File: src/design/smm_pkg.sv
// Purpose: shared constants for the serial link controller
// Assumes: 200 MHz core clock, 32-bit AHB-Lite register port
// Notes:   one word per register
package smm_pkg;

  localparam int unsigned CORE_CLK_NS  = 5;
  localparam int unsigned SCLK_HALF_NS = 60;
  localparam int unsigned HALF_CYC     = (SCLK_HALF_NS + CORE_CLK_NS - 1) / CORE_CLK_NS;

  localparam logic [7:0] REG_CTRL   = 8'h00;
  localparam logic [7:0] REG_OP     = 8'h04;
  localparam logic [7:0] REG_TXDATA = 8'h08;
  localparam logic [7:0] REG_RXDATA = 8'h0c;
  localparam logic [7:0] REG_STATUS = 8'h10;

  // control fields
  localparam int unsigned CTRL_MODE_LSB = 0;
  localparam int unsigned CTRL_CLOCK_IDLE_LEVEL_BIT = 2;
  localparam int unsigned CTRL_CLOCK_SAMPLE_PHASE_BIT = 3;
  localparam int unsigned CTRL_ADDR_LSB = 4;
  localparam int unsigned CTRL_DIR_BIT  = 7;
  localparam logic [7:0]  CTRL_RESET    = 8'h08;

  // slave status byte fields
  localparam int unsigned ST_TXE_BIT = 3;
  localparam int unsigned ST_RXF_BIT = 2;
  localparam int unsigned ST_ACK_BIT = 1;

  // status register fields
  localparam int unsigned SR_BUSY_BIT  = 0;
  localparam int unsigned SR_OPEN_BIT  = 1;
  localparam int unsigned SR_RXV_BIT   = 2;
  localparam int unsigned SR_ERR_BIT   = 3;
  localparam int unsigned SR_SLAVE_LSB = 8;

  localparam logic [1:0] OP_OPEN  = 2'h1;
  localparam logic [1:0] OP_BYTE  = 2'h2;
  localparam logic [1:0] OP_CLOSE = 2'h3;

  typedef enum logic [1:0] {
    MODE_FULL, MODE_HALF4, MODE_HALF3, MODE_PLAIN
  } smm_mode_t;

  typedef enum logic [2:0] {
    K_CMD, K_WR, K_RD, K_STAT, K_XCH
  } smm_kind_t;

endpackage : smm_pkg

File: src/design/smm_host.sv
// Purpose: master-side controller for a multimode serial slave
// Assumes: software drives byte-level operations over AHB-Lite
// Notes:   serial clock is made here by a divider of the core clock

module smm_host
  import smm_pkg::*;
#(
  parameter int unsigned HALF_CYCLES = smm_pkg::HALF_CYC
) (
  input  wire logic        i_core_clk,
  input  wire logic        i_rst_n,
  input  wire logic        i_hsel,
  input  wire logic [31:0] i_haddr,
  input  wire logic [1:0]  i_htrans,
  input  wire logic        i_hwrite,
  input  wire logic [2:0]  i_hsize,
  input  wire logic [31:0] i_hwdata,
  input  wire logic        i_hready,
  output logic             o_hreadyout,
  output logic             o_hresp,
  output logic [31:0]      o_hrdata,
  output logic             o_sclk,
  output logic             o_select_n,
  output logic             o_mosi,
  output logic             o_mosi_oe_n,
  input  wire logic        i_mosi,
  input  wire logic        i_miso
);
  import smm_pkg::*;

  typedef enum logic [1:0] {ST_IDLE, ST_LEAD, ST_SHIFT, ST_TAIL} smm_state_t;

  smm_state_t  state_q;
  smm_kind_t   kind_q;
  smm_kind_t   kind_nx_q;
  logic        have_nx_q;
  logic [7:0]  ctrl_q;
  logic [7:0]  txdata_q;
  logic [7:0]  rx_q;
  logic        rx_valid_q;
  logic [7:0]  slave_st_q;
  logic        err_q;
  logic        open_q;
  logic        first_rd_q;
  logic [7:0]  div_q;
  logic [3:0]  edge_q;
  logic        sclk_q;
  logic        sel_n_q;
  logic        drive_q;
  logic        src_mosi_q;
  logic [7:0]  tx_sh_q;
  logic [7:0]  rx_sh_q;
  logic        miso_s1_q;
  logic        miso_s2_q;
  logic        mosi_s1_q;
  logic        mosi_s2_q;
  logic        wr_pend_q;
  logic [7:0]  wr_addr_q;
  logic [31:0] hrdata_q;

  smm_mode_t   mode;
  logic        clock_idle_level;
  logic        clock_sample_phase;
  logic        dir_rd;
  logic        ap_take;
  logic        op_go;
  logic [1:0]  op_code;
  logic        tick;
  logic        in_bit;
  logic [7:0]  rx_byte;
  logic        accept;

  assign mode    = smm_mode_t'(ctrl_q[CTRL_MODE_LSB +: 2]);
  assign clock_idle_level    = ctrl_q[CTRL_CLOCK_IDLE_LEVEL_BIT];
  assign clock_sample_phase    = ctrl_q[CTRL_CLOCK_SAMPLE_PHASE_BIT];
  assign dir_rd  = ctrl_q[CTRL_DIR_BIT];
  assign ap_take = i_hsel && i_hready && i_htrans[1];
  assign op_go   = wr_pend_q && (wr_addr_q == REG_OP);
  assign op_code = i_hwdata[1:0];
  assign tick    = (div_q == 8'(HALF_CYCLES - 1));
  assign in_bit  = src_mosi_q ? mosi_s2_q : miso_s2_q;
  assign rx_byte = clock_sample_phase ? {rx_sh_q[6:0], in_bit} : rx_sh_q;
  // slave may take data only when it acked and its receive side is free
  assign accept  = slave_st_q[ST_ACK_BIT] && !slave_st_q[ST_RXF_BIT];

  // byte sent for a given kind
  function automatic logic [7:0] out_byte(input smm_kind_t k);
    case (k)
      K_CMD:   out_byte = {ctrl_q[CTRL_ADDR_LSB +: 3], dir_rd, 4'h0};
      K_WR:    out_byte = txdata_q;
      K_XCH:   out_byte = txdata_q;
      default: out_byte = 8'h00;
    endcase
  endfunction : out_byte

  // line carries slave data back on the shared data line
  function automatic logic from_mosi(input smm_kind_t k);
    from_mosi = (mode == MODE_HALF4 || mode == MODE_HALF3) &&
                (k == K_RD || k == K_STAT);
  endfunction : from_mosi

  // received byte is a slave status byte
  function automatic logic to_status(input smm_kind_t k);
    case (k)
      K_CMD, K_WR: to_status = (mode != MODE_HALF3);
      K_STAT:      to_status = 1'b1;
      default:     to_status = 1'b0;
    endcase
  endfunction : to_status

  // two-stage sync of returning lines
  always_ff @(posedge i_core_clk) begin
    if (!i_rst_n) begin
      miso_s1_q <= 1'b0;
      miso_s2_q <= 1'b0;
      mosi_s1_q <= 1'b0;
      mosi_s2_q <= 1'b0;
    end else begin
      miso_s1_q <= i_miso;
      miso_s2_q <= miso_s1_q;
      mosi_s1_q <= i_mosi;
      mosi_s2_q <= mosi_s1_q;
    end
  end

  // bus address phase and read data
  always_ff @(posedge i_core_clk) begin
    if (!i_rst_n) begin
      wr_pend_q <= 1'b0;
      wr_addr_q <= 8'h00;
      hrdata_q  <= 32'h0000_0000;
    end else begin
      wr_pend_q <= ap_take && i_hwrite;
      if (ap_take) begin
        wr_addr_q <= i_haddr[7:0];
      end
      if (ap_take && !i_hwrite) begin
        case (i_haddr[7:0])
          REG_CTRL:   hrdata_q <= {24'h0, ctrl_q};
          REG_TXDATA: hrdata_q <= {24'h0, txdata_q};
          REG_RXDATA: hrdata_q <= {24'h0, rx_q};
          REG_STATUS: hrdata_q <= {16'h0, slave_st_q, 4'h0, err_q, rx_valid_q,
                                   open_q, (state_q != ST_IDLE)};
          default:    hrdata_q <= 32'h0000_0000;
        endcase
      end
    end
  end

  // software registers
  always_ff @(posedge i_core_clk) begin
    if (!i_rst_n) begin
      ctrl_q   <= CTRL_RESET;
      txdata_q <= 8'h00;
    end else if (wr_pend_q) begin
      if (wr_addr_q == REG_CTRL) begin
        ctrl_q <= i_hwdata[7:0];
      end
      if (wr_addr_q == REG_TXDATA) begin
        txdata_q <= i_hwdata[7:0];
      end
    end
  end

  // receive byte valid: engine set wins over read clear
  always_ff @(posedge i_core_clk) begin
    if (!i_rst_n) begin
      rx_valid_q <= 1'b0;
    end else if (state_q == ST_SHIFT && tick && edge_q == 4'hf &&
                 (kind_q == K_RD || kind_q == K_XCH)) begin
      rx_valid_q <= 1'b1;
    end else if (ap_take && !i_hwrite && i_haddr[7:0] == REG_RXDATA) begin
      rx_valid_q <= 1'b0;
    end
  end

  // sticky error: refused operation; write one to clear
  always_ff @(posedge i_core_clk) begin
    if (!i_rst_n) begin
      err_q <= 1'b0;
    end else if (op_go && (state_q != ST_IDLE ||
                 (op_code == OP_OPEN && open_q) ||
                 (op_code != OP_OPEN && !open_q) ||
                 (op_code == OP_BYTE && mode != MODE_PLAIN && !dir_rd && !accept))) begin
      err_q <= 1'b1;
    end else if (wr_pend_q && wr_addr_q == REG_STATUS && i_hwdata[SR_ERR_BIT]) begin
      err_q <= 1'b0;
    end
  end

  // half period divider
  always_ff @(posedge i_core_clk) begin
    if (!i_rst_n || state_q == ST_IDLE || tick) begin
      div_q <= 8'h00;
    end else begin
      div_q <= div_q + 8'h01;
    end
  end

  // transaction sequencer and shifter
  always_ff @(posedge i_core_clk) begin
    if (!i_rst_n) begin
      state_q    <= ST_IDLE;
      kind_q     <= K_CMD;
      kind_nx_q  <= K_CMD;
      have_nx_q  <= 1'b0;
      open_q     <= 1'b0;
      first_rd_q <= 1'b0;
      sel_n_q    <= 1'b1;
      sclk_q     <= 1'b0;
      edge_q     <= 4'h0;
      drive_q    <= 1'b0;
      src_mosi_q <= 1'b0;
      tx_sh_q    <= 8'h00;
      rx_sh_q    <= 8'h00;
      rx_q       <= 8'h00;
      slave_st_q <= 8'h00;
    end else begin
      case (state_q)
        ST_IDLE: begin
          sclk_q <= clock_idle_level;
          if (op_go && op_code == OP_OPEN && !open_q) begin
            sel_n_q    <= 1'b0;
            open_q     <= 1'b1;
            first_rd_q <= 1'b1;
            slave_st_q <= 8'h00;
            state_q    <= ST_LEAD;
            kind_q     <= K_CMD;
            have_nx_q  <= (mode != MODE_PLAIN);
            kind_nx_q  <= K_STAT;
            if (mode != MODE_HALF3) begin
              kind_nx_q <= K_CMD;
            end
          end else if (op_go && op_code == OP_BYTE && open_q) begin
            if (mode == MODE_PLAIN) begin
              kind_q    <= K_XCH;
              have_nx_q <= 1'b0;
              state_q   <= ST_SHIFT;
            end else if (dir_rd) begin
              // full duplex: status before every data byte but the first
              kind_q     <= (mode == MODE_FULL && !first_rd_q) ? K_STAT : K_RD;
              kind_nx_q  <= K_RD;
              have_nx_q  <= (mode == MODE_FULL && !first_rd_q);
              first_rd_q <= 1'b0;
              state_q    <= ST_SHIFT;
            end else if (accept) begin
              kind_q    <= K_WR;
              kind_nx_q <= K_STAT;
              have_nx_q <= (mode == MODE_HALF3);
              state_q   <= ST_SHIFT;
            end
          end else if (op_go && op_code == OP_CLOSE && open_q) begin
            sel_n_q <= 1'b1;
            open_q  <= 1'b0;
            state_q <= ST_TAIL;
          end
          edge_q     <= 4'h0;
          drive_q    <= drive_q && !(op_go && op_code == OP_CLOSE);
          tx_sh_q    <= out_byte(op_code == OP_BYTE ? (mode == MODE_PLAIN ? K_XCH :
                        (dir_rd ? K_RD : K_WR)) : K_CMD);
          src_mosi_q <= from_mosi(op_code == OP_BYTE && dir_rd ? K_RD : K_CMD);
          if (op_go && op_code == OP_BYTE && open_q) begin
            drive_q <= !from_mosi(dir_rd && mode != MODE_PLAIN ? K_RD : K_WR);
            if (mode == MODE_FULL && dir_rd && !first_rd_q) begin
              drive_q    <= 1'b1;
              src_mosi_q <= 1'b0;
              tx_sh_q    <= 8'h00;
            end
          end
          if (op_go && op_code == OP_OPEN && !open_q) begin
            drive_q <= 1'b1;
          end
        end
        ST_LEAD: begin
          if (tick) begin
            state_q   <= have_nx_q ? ST_SHIFT : ST_IDLE;
            have_nx_q <= (mode == MODE_HALF3);
            kind_nx_q <= K_STAT;
          end
        end
        ST_SHIFT: begin
          if (tick) begin
            sclk_q <= ~sclk_q;
            edge_q <= edge_q + 4'h1;
            if (clock_sample_phase ? edge_q[0] : !edge_q[0]) begin
              rx_sh_q <= {rx_sh_q[6:0], in_bit};
            end
            if (clock_sample_phase ? (!edge_q[0] && edge_q != 4'h0) : (edge_q[0] && edge_q != 4'hf)) begin
              tx_sh_q <= {tx_sh_q[6:0], 1'b0};
            end
            if (edge_q == 4'hf) begin
              if (to_status(kind_q)) begin
                slave_st_q <= rx_byte;
              end
              if (kind_q == K_RD || kind_q == K_XCH) begin
                rx_q <= rx_byte;
              end
              if (have_nx_q) begin
                kind_q     <= kind_nx_q;
                have_nx_q  <= 1'b0;
                tx_sh_q    <= out_byte(kind_nx_q);
                src_mosi_q <= from_mosi(kind_nx_q);
                drive_q    <= !from_mosi(kind_nx_q);
                edge_q     <= 4'h0;
              end else begin
                state_q <= ST_IDLE;
              end
            end
          end
        end
        ST_TAIL: begin
          sclk_q <= clock_idle_level;
          if (tick) begin
            state_q <= ST_IDLE;
          end
        end
        default: begin
          state_q <= ST_IDLE;
        end
      endcase
    end
  end

  assign o_hreadyout = 1'b1;
  assign o_hresp     = 1'b0;
  assign o_hrdata    = hrdata_q;
  assign o_sclk      = sclk_q;
  assign o_select_n  = sel_n_q;
  assign o_mosi      = tx_sh_q[7];
  assign o_mosi_oe_n = !(drive_q && !sel_n_q);

endmodule : smm_host

File: config.mk
export PLATFORM = sky130hd
export DESIGN_NAME = smm_host
export DESIGN_NICKNAME = d
export VERILOG_FILES = /design/src/design/smm_pkg.sv /design/src/design/smm_host.sv
export SDC_FILE = /design/constraint.sdc
export NUM_CORES = 1
export LEC_CHECK = 0
export BUFFER_PORTS_ARGS = -buffer_cell sky130_fd_sc_hd__buf_2
export CAP_MARGIN = 20
export CORE_UTILIZATION = 35
export CTS_CLUSTER_DIAMETER = 100
export CTS_CLUSTER_SIZE = 25
export DETAILED_ROUTE_END_ITERATION = 6
export GPL_ROUTABILITY_DRIVEN = 0
export SLEW_MARGIN = 20
export SYNTH_ARGS = -nofsm -noshare
export SYNTH_HDL_FRONTEND = slang
export SYNTH_SLANG_ARGS = --single-unit
File: constraint.sdc
create_clock -name i_core_clk -period 2.17 [get_ports i_core_clk]
set_input_delay 0.217 -clock i_core_clk [delete_from_list [all_inputs] [get_ports i_core_clk]]
set_output_delay 0.217 -clock i_core_clk [all_outputs]
set_load 0.1 [all_outputs]
Word-level counts from Yosys, hierarchy flattened
Index checks and enable logic that the tools add are counted.
Widths: inputs -> output; s select.
{"block": "totals", "regBits": 122, "latchBits": 0, "ramBits": 0, "rom_bits": 0, "inputBits": 76, "output_inout_bits": 38, "elab_cells": 278, "n_memories": 0}
{"block": "classes", "add_sub_neg": 2, "multipliers": 0, "div": 0, "order_cmp": 0, "n_eq_ne": 51, "shift": 0, "n_mux": 102, "bitwise": 1, "reduce_logical": 95}
{"cell": "$mux 8", "count": 11}
{"cell": "$pmux 16 s4", "count": 1}
{"cell": "$pmux 8 s2", "count": 4}
{"cell": "$mux 3", "count": 16}
{"cell": "$mux 1", "count": 42}
{"cell": "$logic_and 1x1->1", "count": 36}
{"cell": "$eq 8x4->1 const B", "count": 4}
{"cell": "$mux 2", "count": 16}
{"cell": "$eq 2x2->1 const B", "count": 10}
{"cell": "$reduce_bool 2->1", "count": 9}
{"cell": "$eq 8x5->1 const B", "count": 2}
{"cell": "$logic_not 8->1", "count": 2}
{"cell": "$ne 2x2->1 const B", "count": 7}
{"cell": "$logic_not 1->1", "count": 13}
{"cell": "$eq 3x2->1 const B", "count": 4}
{"cell": "$mux 4", "count": 3}
{"cell": "$ne 2x1->1 const B", "count": 6}
{"cell": "$pmux 3 s2", "count": 2}
{"cell": "$reduce_and 4->1", "count": 3}
{"cell": "$reduce_and 6->1", "count": 2}
{"cell": "$logic_or 1x1->1", "count": 10}
{"cell": "$reduce_and 5->1", "count": 2}
{"cell": "$eq 3x1->1 const B", "count": 3}
{"cell": "$eq 3x3->1 const B", "count": 3}
{"cell": "other kinds (25)", "count": 40}

Logic depth before layout (Yosys ltp)
Gate-level depths: netlist of run 1.
{"block": "depth", "depth_word": 11, "depth_mapped": 9, "depth_no_buf": 7}

Least setup slack after synthesis of run 1
OpenSTA, ideal clock, no wires.
{"block": "synth_timing", "kind": "register to output", "start": "register sel_n_q (netlist: o_select_n)", "end": "output port o_mosi_oe_n", "arrival_ns": 1.827, "setup_slack_ns": 0.126, "stages_incl_launch_ff": 2, "path_cell_list": "dfxtp_1 -> nand2b_1"}
{"block": "synth_between", "elab_chain_len": 3}
{"element": "start: declaration", "line": "smm_host.sv:48", "rtl": "logic sel_n_q;"}
{"element": "start signal: assignment", "line": "smm_host.sv:209", "rtl": "sel_n_q <= 1'b1;"}
{"element": "start signal: assignment", "line": "smm_host.sv:223", "rtl": "sel_n_q <= 1'b0;"}
{"element": "start signal: assignment", "line": "smm_host.sv:253", "rtl": "sel_n_q <= 1'b1;"}
{"element": "$logic_not 1->1", "line": "smm_host.sv:330", "rtl": "assign o_mosi_oe_n = !(drive_q && !sel_n_q);"}
{"element": "$logic_and 1x1->1", "line": "smm_host.sv:330"}
{"element": "$logic_not 1->1", "line": "smm_host.sv:330"}
{"element": "end: declaration", "line": "smm_host.sv:25", "rtl": "output logic o_mosi_oe_n,"}
Every way passes these cells.

Worst setup path after layout of run 1
{"block": "layout_timing", "start": "register ctrl_q[0]", "end": "register slave_st_q[0]"}
{"block": "layout_between", "elab_chain_len": 8}
{"element": "start: declaration", "line": "smm_host.sv:37", "rtl": "logic [7:0] ctrl_q;"}
{"element": "start signal: assignment", "line": "smm_host.sv:157", "rtl": "ctrl_q <= i_hwdata[7:0];"}
{"element": "$ne 2x2->1", "line": "smm_host.sv:105", "rtl": "K_CMD, K_WR: to_status = (mode != MODE_HALF3);"}
{"element": "$pmux 1 s2", "line": "smm_host.sv:104", "rtl": "case (k)"}
{"element": "$mux 1", "line": "smm_host.sv:291", "rtl": "if (edge_q == 4'hf) begin"}
{"element": "$mux 1", "line": "smm_host.sv:282", "rtl": "if (tick) begin"}
{"element": "$mux 1", "line": "smm_host.sv:219", "rtl": "case (state_q)"}
{"element": "$mux 1", "line": "smm_host.sv:202", "rtl": "if (!i_rst_n) begin"}
{"element": "$ne 2x1->1 (no line)"}
{"element": "$reduce_and 5->1 (no line)"}
{"element": "end signal: assignment", "line": "smm_host.sv:293", "rtl": "slave_st_q <= rx_byte;"}
{"element": "end: declaration", "line": "smm_host.sv:41", "rtl": "logic [7:0] slave_st_q;"}
Every way passes these cells. The select of a mux whose other input is x is not followed.
A chain may end at the register's enable or synchronous reset.

==> results.md, run 1 <==
- Post-route ant nets: 0
- Mapped Cells: 639
- Warnings from Yosys: 0
- Ant diodes: 0
- Post-route minimum period: 2.09 ns
- Total number of vias: 4,812
- I/O pin total: 114
- CORE AREA: 15,200 µm²
- Hpwl dp: 10,600 µm
- Setup crit start: ctrl_q[0]
- Post-synth EDFFs: 0
- Rel. slew slack: 51.3%
- Highest clock rate: 478 MHz
- Fin cells: 878
- Dpl cells: 861
- Routed len/inst: 16.5 µm
- Htree depth: 3
- Most frequent cells after synthesis: dfxtp_1, nor2_1, nand2_1, a21oi_1, mux2i_1
- Top cell type's share of synthesized area: 38.7%
- Post-layout net count: 772
- Largest net degree at the start of global routing: 67
- Netlist Area Pre-Place: 5430 µm²
- Max VDD drop: 0.354 mV
- Status: complete, no violations
- Clock buffer depth: 2
- Vias in the first global route: 4,579
- First-pass GRT wire length: 23,100 µm
- Fin. max-slew vios: 0
- Clk slew on worst S/H paths: 0.07 ns
- Synth area leader: dfxtp_1
- Pwr Total: 3.88 mW
- Worst hold path class: primary input to flip-flop
- Power Density: 622 nW/µm²
- DR vias/cell: 5.48
- Total global-route track usage: 18.2%
- CP required: 2.44 ns
- Worst-Skew Late Latency: 0.36 ns
- Syn avg cell area: 8.50 µm²
- Seq/Total Area, Yosys: 38.7%
- Crit. End Element: flip-flop
- Max Cap Violations: 0
- R2R Path Start: ctrl_q[0]
- Initial antenna violation count: 0
- Worst slew pin tran: 0.731 ns
- Max FO, Critical Path: 8
- Fin Clk Skew: 0.00873 ns
- Count of port buffers added during placement: 43
- Ratio of cells with drive above 1 in the final layout: 17.7%
- Die height: 127 µm
- Worst r2r dst: slave_st_q[0]
- Cell depth of the worst flop-to-flop path: 6
- #FFs+latches synth: 105
- Number of detailed-route iterations in the first pass: 5
- Tcrit/Tclk final: 96.4%
- Final Hold Viols: 0
- DRT iter0 DRCs: 357
- Asr flop ratio synth: 0%
- Final Setup Violations: 0
- CTS tree: built
- Hold slack: 0.0656 ns
- Critical Path Sink: slave_st_q[0]
- Die X: 127 µm
- FF-to-FF setup slack: 0.08 ns
- Die ar.: 16,000 µm²
- Sink Count: 105
- Setup CP Type: flip-flop to flip-flop
- Post-route DRC: 0
- Remaining global-route overflow: 0
- Count of different cell masters after synthesis: 69
- CTS root buf: clkbuf_16
- Cts bufs inserted: 9
- Crit path DAT: 2.36 ns
- CP startpoint kind: flip-flop
- Fillers: 1,533
- Final WL: 14,500 µm
- FP Rows: 45
- Ys flop type: dfxtp_1
- Most numerous cell in the Yosys netlist: dfxtp_1
- Layout area overhead: 14.8%
- Top cells by area, synth: dfxtp_1, mux2i_1, nor2_1
- Number of flip-flops in the largest register: 16
- Initial core utilization: 35.7%
- Leakage: 2.46 nW
[report_power, final]
part / switching [mW] / internal [mW] / total (mW)
logic: 0.268 / 0.0665 / 0.335
registers: 0.0132 / 1.94 / 1.95
clock network: 0.765 / 0.825 / 1.59
total: 1.05 / 2.83 / 3.88
[repair_timing]
action / 4_1_cts / 5_1_grt
gates cloned: 0 / 1
endpoints found under the setup margin: 2 / 12
hold buffers: 0 / 0
pin swaps: 0 / 4
resized for setup: 1 / 10
setup buffers: 0 / 0
[critical path, stage by stage, from the launching register on]
cell and delay [ns]:
dfxtp_2 0.36, inv_1 0.06, ha_1 0.22, or2_2 0.28
a211o_1 0.33, a221o_2 0.48, o31ai_2 0.28
[area by class of cell]
type                    count  area [µm²]  share of cell area [%]
clock inverters             6        47.5                   0.762
multi-input cells         482        3110                    49.9
clock buffers              10         239                    3.83
inverters                  16        60.1                   0.963
flip-flops and latches    105        2100                    33.7
well taps                 188         235                    3.77
repair buffers             71         438                    7.02
[placed cells by master (no fill, tap or decap), types with 4 or more instances in the layout]
cell       instances
nand2_1           63
a22o_1            17
ha_1              11
nand3_1           31
nor2_1            73
nor2b_1            8
nor3_1             7
buf_2             43
o31ai_1            4
conb_1            18
and2_1             6
nand2b_1          10
nand4_1            4
a22oi_1           17
mux2_2             6
a31oi_1            7
o21a_1             5
o31ai_2            6
or3_1              4
mux2i_1           37
inv_1             15
buf_4             27
and3_1             8
xor2_1             6
a211oi_1          13
o21ai_0           22
o211ai_1           4
a21oi_1           38
dfxtp_1          103
clkbuf_16          9
[metrics by stage]
step / setup WS [ns] / cell area, µm² / TNS [ns] / util (%)
6_report: 0.0780 / 6240 / 0 / 41.0
5_1_grt: -0.0254 / 6240 / -0.0254 / 41.0
4_1_cts: 0.0457 / 6180 / 0 / 40.7
3_5_place_dp: -0.0151 / 5890 / -0.0199 / 38.8
3_3_place_gp: 0.0598 / 5890 / 0 / 38.8
2_1_floorplan: 0.126 / 5490 / 0 / -
[metal layers]
layer,track usage [%],share of wire (%),vias to the layer above
met5,0,0,-
met4,7.58,2.0,0
met3,2.95,4.8,19
met2,30.0,47,148
met1,23.8,47,2291
li1,-,-,2354
[kinds of logic (layout without fill, tap and decap cells)]
group / Yosys count / count (layout) / synth area share (%)
fa+ha+maj: 11 / 11 / 2.53
buf+inv: 69 / 103 / 6.13
other cells: 2 / 18 / 0.138
compound gates: 156 / 157 / 19.9
flops: 105 / 105 / 38.7
mux: 43 / 43 / 8.06
simple gates: 246 / 246 / 23.4
xor+xnor: 7 / 7 / 1.13
[how the worst min path moves through the flow]
stage / start / slack, ns / to / cells after the start
after floorplan: i_miso / 0.34 / miso_s1_q / 1
after global placement: miso_s1_q / 0.41 / miso_s2_q / 1
after detailed placement: mosi_s1_q / 0.42 / mosi_s2_q / 1
after CTS: i_miso / 0.05 / miso_s1_q / 2
after global routing: i_mosi / 0.07 / mosi_s1_q / 2
final: i_miso / 0.07 / miso_s1_q / 2
Power figures use the tool's default switching activity.
==> inputs of run 2 (changes only) <==
CTS_BUF_LIST = sky130_fd_sc_hd__clkbuf_8   (was unset)
==> results.md, run 2 (synthesis results as in run 1) <==
- Number of detailed-route iterations in the first pass: 5
- Die ar.: 16,000 µm²
- Die height: 127 µm
- Crit. End Element: flip-flop
- Initial antenna violation count: 0
- CP required: 2.48 ns
- Post-route minimum period: 2.10 ns
- I/O pin total: 114
- Highest clock rate: 475 MHz
- Fin cells: 878
- DR vias/cell: 5.51
- Finished Core Util: 40.4%
- Layout area overhead: 12.9%
- Ant diodes: 0
- Post-route DRC: 0
- Worst slew pin tran: 0.718 ns
- DRT iter0 DRCs: 363
- Post-route ant nets: 0
- FP Rows: 45
- Setup tns final: 0 ns
- Sink Count: 105
- Fin Clk Skew: 0.00999 ns
- Post-CTS Hold Buffers: 0
- Max FO, Critical Path: 8
- Status: complete, no violations
- Tcrit/Tclk final: 97.0%
- CTS root buf: clkbuf_8
- Fin. max-slew vios: 0
- Dpl cells: 861
- Most common cell after layout, fill and taps aside: dfxtp_1
- FF-to-FF setup slack: 0.07 ns
- Cts bufs inserted: 9
- Count of port buffers added during placement: 43
- CTS tree: built
- Setup CP Type: flip-flop to flip-flop
- Pwr Total: 3.47 mW
- Commonest cells after routing, fill and taps aside: dfxtp_1, nor2_1, nand2_1
- Max Cap Violations: 0
- Number of flip-flops in the largest register: 16
- Remaining global-route overflow: 0
- Finished layout cell area: 6140 µm²
- Clk slew on worst S/H paths: 0.10 ns
- Hpwl dp: 10,600 µm
- First-pass GRT wire length: 23,000 µm
- Final Setup Violations: 0
- Die X: 127 µm
- Power Density: 566 nW/µm²
- Worst hold path class: primary input to flip-flop
- Largest net degree at the start of global routing: 67
- Total global-route track usage: 18.3%
- Ratio of cells with drive above 1 in the final layout: 17.7%
- Final WL: 14,400 µm
- Routed len/inst: 16.4 µm
- Post-layout net count: 772
- Crit path DAT: 2.41 ns
- Final Hold Viols: 0
- Leakage: 2.41 nW
- Setup repair bufs after CTS: 0
- Max VDD drop: 0.243 mV
- Initial core utilization: 35.7%
- Cell Area, Placed: 5890 µm²
- Total number of vias: 4,834
- Vias in the first global route: 4,537
- Worst-Skew Late Latency: 0.39 ns
- Rel. slew slack: 52.1%
- Htree depth: 3
- CORE AREA: 15,200 µm²
- CP startpoint kind: flip-flop
- Clock buffer depth: 2
==> run 2: cell types whose count changed in the layout (fill, tap and decap cells not counted) <==
cell       before  now
clkbuf_8        1   10
clkbuf_16       9    0
==> run 2: worst paths after layout <==
check / startpoint / end / depth (start not counted)
max reg2reg: ctrl_q[0] / slave_st_q[0] / 6
min: i_miso / miso_s1_q / 2
min reg2reg: mosi_s1_q / mosi_s2_q / 1
max: ctrl_q[0] / slave_st_q[0] / 6
==> run 2: area by class of cell <==
type,count,area [µm²]
clock buffers,10,138
clock inverters,6,47.5
fillers,1540,9070
inverters,16,60.1
multi-input cells,482,3110
flip-flops and latches,105,2100
well taps,188,235
repair buffers,71,438
==> run 2: power by group <==
part | total (mW) | internal, mW | leakage (nW) | switching (mW)
clock | 1.19 | 0.463 | 0.0989 | 0.722
combinational | 0.335 | 0.0665 | 1.46 | 0.268
sequential | 1.95 | 1.94 | 0.848 | 0.0132
==> run 2: metal layers <==
metal	GRT usage, %	routed length (µm)	part of all wire, %
met1	23.9	6580	46
met5	0	0	0
met4	7.73	303	2.1
met2	29.9	6760	47
met3	2.83	788	5.5
==> run 2: through the flow <==
step	hold WS, ns	worst slack (ns)
2_1_floorplan	0.344	0.126
3_3_place_gp	0.414	0.0598
3_5_place_dp	0.419	-0.0151
4_1_cts	0.00772	0.0375
5_1_grt	0.0151	-0.0311
6_report	0.0247	0.0657
==> run 2: worst max-delay path, cell delays in order (launching register included) <==
cell	delay [ns]
dfxtp_2	0.37
inv_1	0.06
ha_1	0.22
or2_2	0.28
a211o_1	0.34
a221o_2	0.49
o31ai_2	0.28
==> run 2: repair_timing <==
item | 4_1_cts | 5_1_grt
endpoints found under the setup margin | 3 | 14
gates resized for setup | 1 | 10
gates cloned | 0 | 1
pin swaps | 0 | 4
==> inputs of run 3 (changes only) <==
==> constraint.sdc (replaced) <==
create_clock -name i_core_clk -period 2.17 [get_ports i_core_clk]
set_input_delay 0.434 -clock i_core_clk [delete_from_list [all_inputs] [get_ports i_core_clk]]
set_output_delay 0.434 -clock i_core_clk [all_outputs]
set_load 0.1 [all_outputs]
==> results.md, run 3 (synthesis results as in run 1) <==
- Status: finished, violations left
- Failing checks: DRC
- FP Rows: 45
- Ant diodes: 0
- Die ar.: 16,000 µm²
- Setup WS post-layout: 0.0475 ns
- Remaining global-route overflow: 0
- Ratio of cells with drive above 1 in the final layout: 17.7%
- Worst hold path class: primary input to flip-flop
- Highest clock rate: 471 MHz
- Tcrit/Tclk final: 97.8%
- Post-route minimum period: 2.12 ns
- DRT iter0 DRCs: 446
- Commonest cells after routing, fill and taps aside: dfxtp_1, nor2_1, nand2_1
- Largest net degree at the start of global routing: 67
- Post-CTS Hold Buffers: 0
- Max VDD drop: 0.250 mV
- Total global-route track usage: 18.2%
- I/O pin total: 114
- Cell Area, Placed: 5930 µm²
- Post-layout net count: 776
- Hold slack: 0.249 ns
- CTS tree: built
- RSZ-0062 raised after global routing: true
- Finished layout cell area: 6140 µm²
- Setup repair bufs after CTS: 0
- Vias in the first global route: 4,497
- Htree depth: 3
- Die X: 127 µm
- Setup CP Type: flip-flop to flip-flop
- Most common cell after layout, fill and taps aside: dfxtp_1
- Crit. End Element: flip-flop
- Fin Clk Skew: 0.0190 ns
- Clock buffer depth: 2
- Final Hold Viols: 0
- Sink Count: 105
- CORE AREA: 15,200 µm²
- Power Density: 560 nW/µm²
- Clk slew on worst S/H paths: 0.11 ns
- CP startpoint kind: flip-flop
- First-pass GRT wire length: 22,900 µm
- Final Setup Violations: 0
- Post-route DRC: 2
- Routed len/inst: 16.3 µm
- Fin. max-slew vios: 0
- Number of flip-flops in the largest register: 16
- Die height: 127 µm
- Number of detailed-route iterations in the first pass: 7
- Count of port buffers added during placement: 43
- DR vias/cell: 5.50
- Post-route ant nets: 0
- Setup tns final: 0 ns
- Leakage: 2.42 nW
- Max Cap Violations: 0
- Max FO, Critical Path: 8
- Worst-Skew Late Latency: 0.40 ns
- Layout area overhead: 13.1%
- Final WL: 14,300 µm
- CTS root buf: clkbuf_8
- Crit path DAT: 2.43 ns
- Total number of vias: 4,855
- Hpwl dp: 10,500 µm
- Cts bufs inserted: 9
- Initial antenna violation count: 0
- CP required: 2.47 ns
- Setup WS pre-CTS: -0.00454 ns
- Initial core utilization: 35.7%
-- run 3: final timing paths --
path              from             to  slack (ns)  depth (start not counted)
max reg2reg  ctrl_q[0]  slave_st_q[7]        0.05                          6
min             i_mosi      mosi_s1_q        0.25                          2
min reg2reg  mosi_s1_q      mosi_s2_q        0.44                          1
max          ctrl_q[0]  slave_st_q[7]        0.05                          6
-- run 3: layer usage --
layer	GRT usage, %	wire, µm
met5	0	0
met4	7.30	326
met3	4.68	740
met2	28.5	6560
met1	23.8	6710
-- run 3: report_power, final --
group | total [mW] | switching, mW | internal (mW)
clock network | 1.15 | 0.720 | 0.427
logic | 0.341 | 0.270 | 0.0717
registers | 1.95 | 0.0126 | 1.94
total | 3.44 | 1.00 | 2.44
-- run 3: final cells by class --
type / instances / area, µm²
clock buffer: 9 / 124
inverter: 16 / 60.1
clock inverter: 7 / 52.6
timing repair buffer: 75 / 468
multi-input combinational: 482 / 3100
fill: 1543 / 9060
tap: 188 / 235
sequential: 105 / 2100
-- run 3: what timing repair did --
item,in CTS,in global routing
resized for setup,1,6
gates cloned,0,1
endpoints found under the setup margin,3,11
pin swaps,0,2
-- run 3: through the flow --
stage	util (%)	total power [mW]	cells
2_1_floorplan	-	2.28	655
3_3_place_gp	39.0	2.33	865
3_5_place_dp	39.0	2.34	865
4_1_cts	40.1	3.48	881
5_1_grt	40.4	3.59	882
6_report	40.4	3.44	882
-- run 3: worst max-delay path, cell delays in order (launching register included) --
cell,delay (ns)
dfxtp_2,0.38
inv_1,0.06
ha_1,0.20
or2_2,0.27
a211o_1,0.33
a221o_2,0.47
o31ai_2,0.31
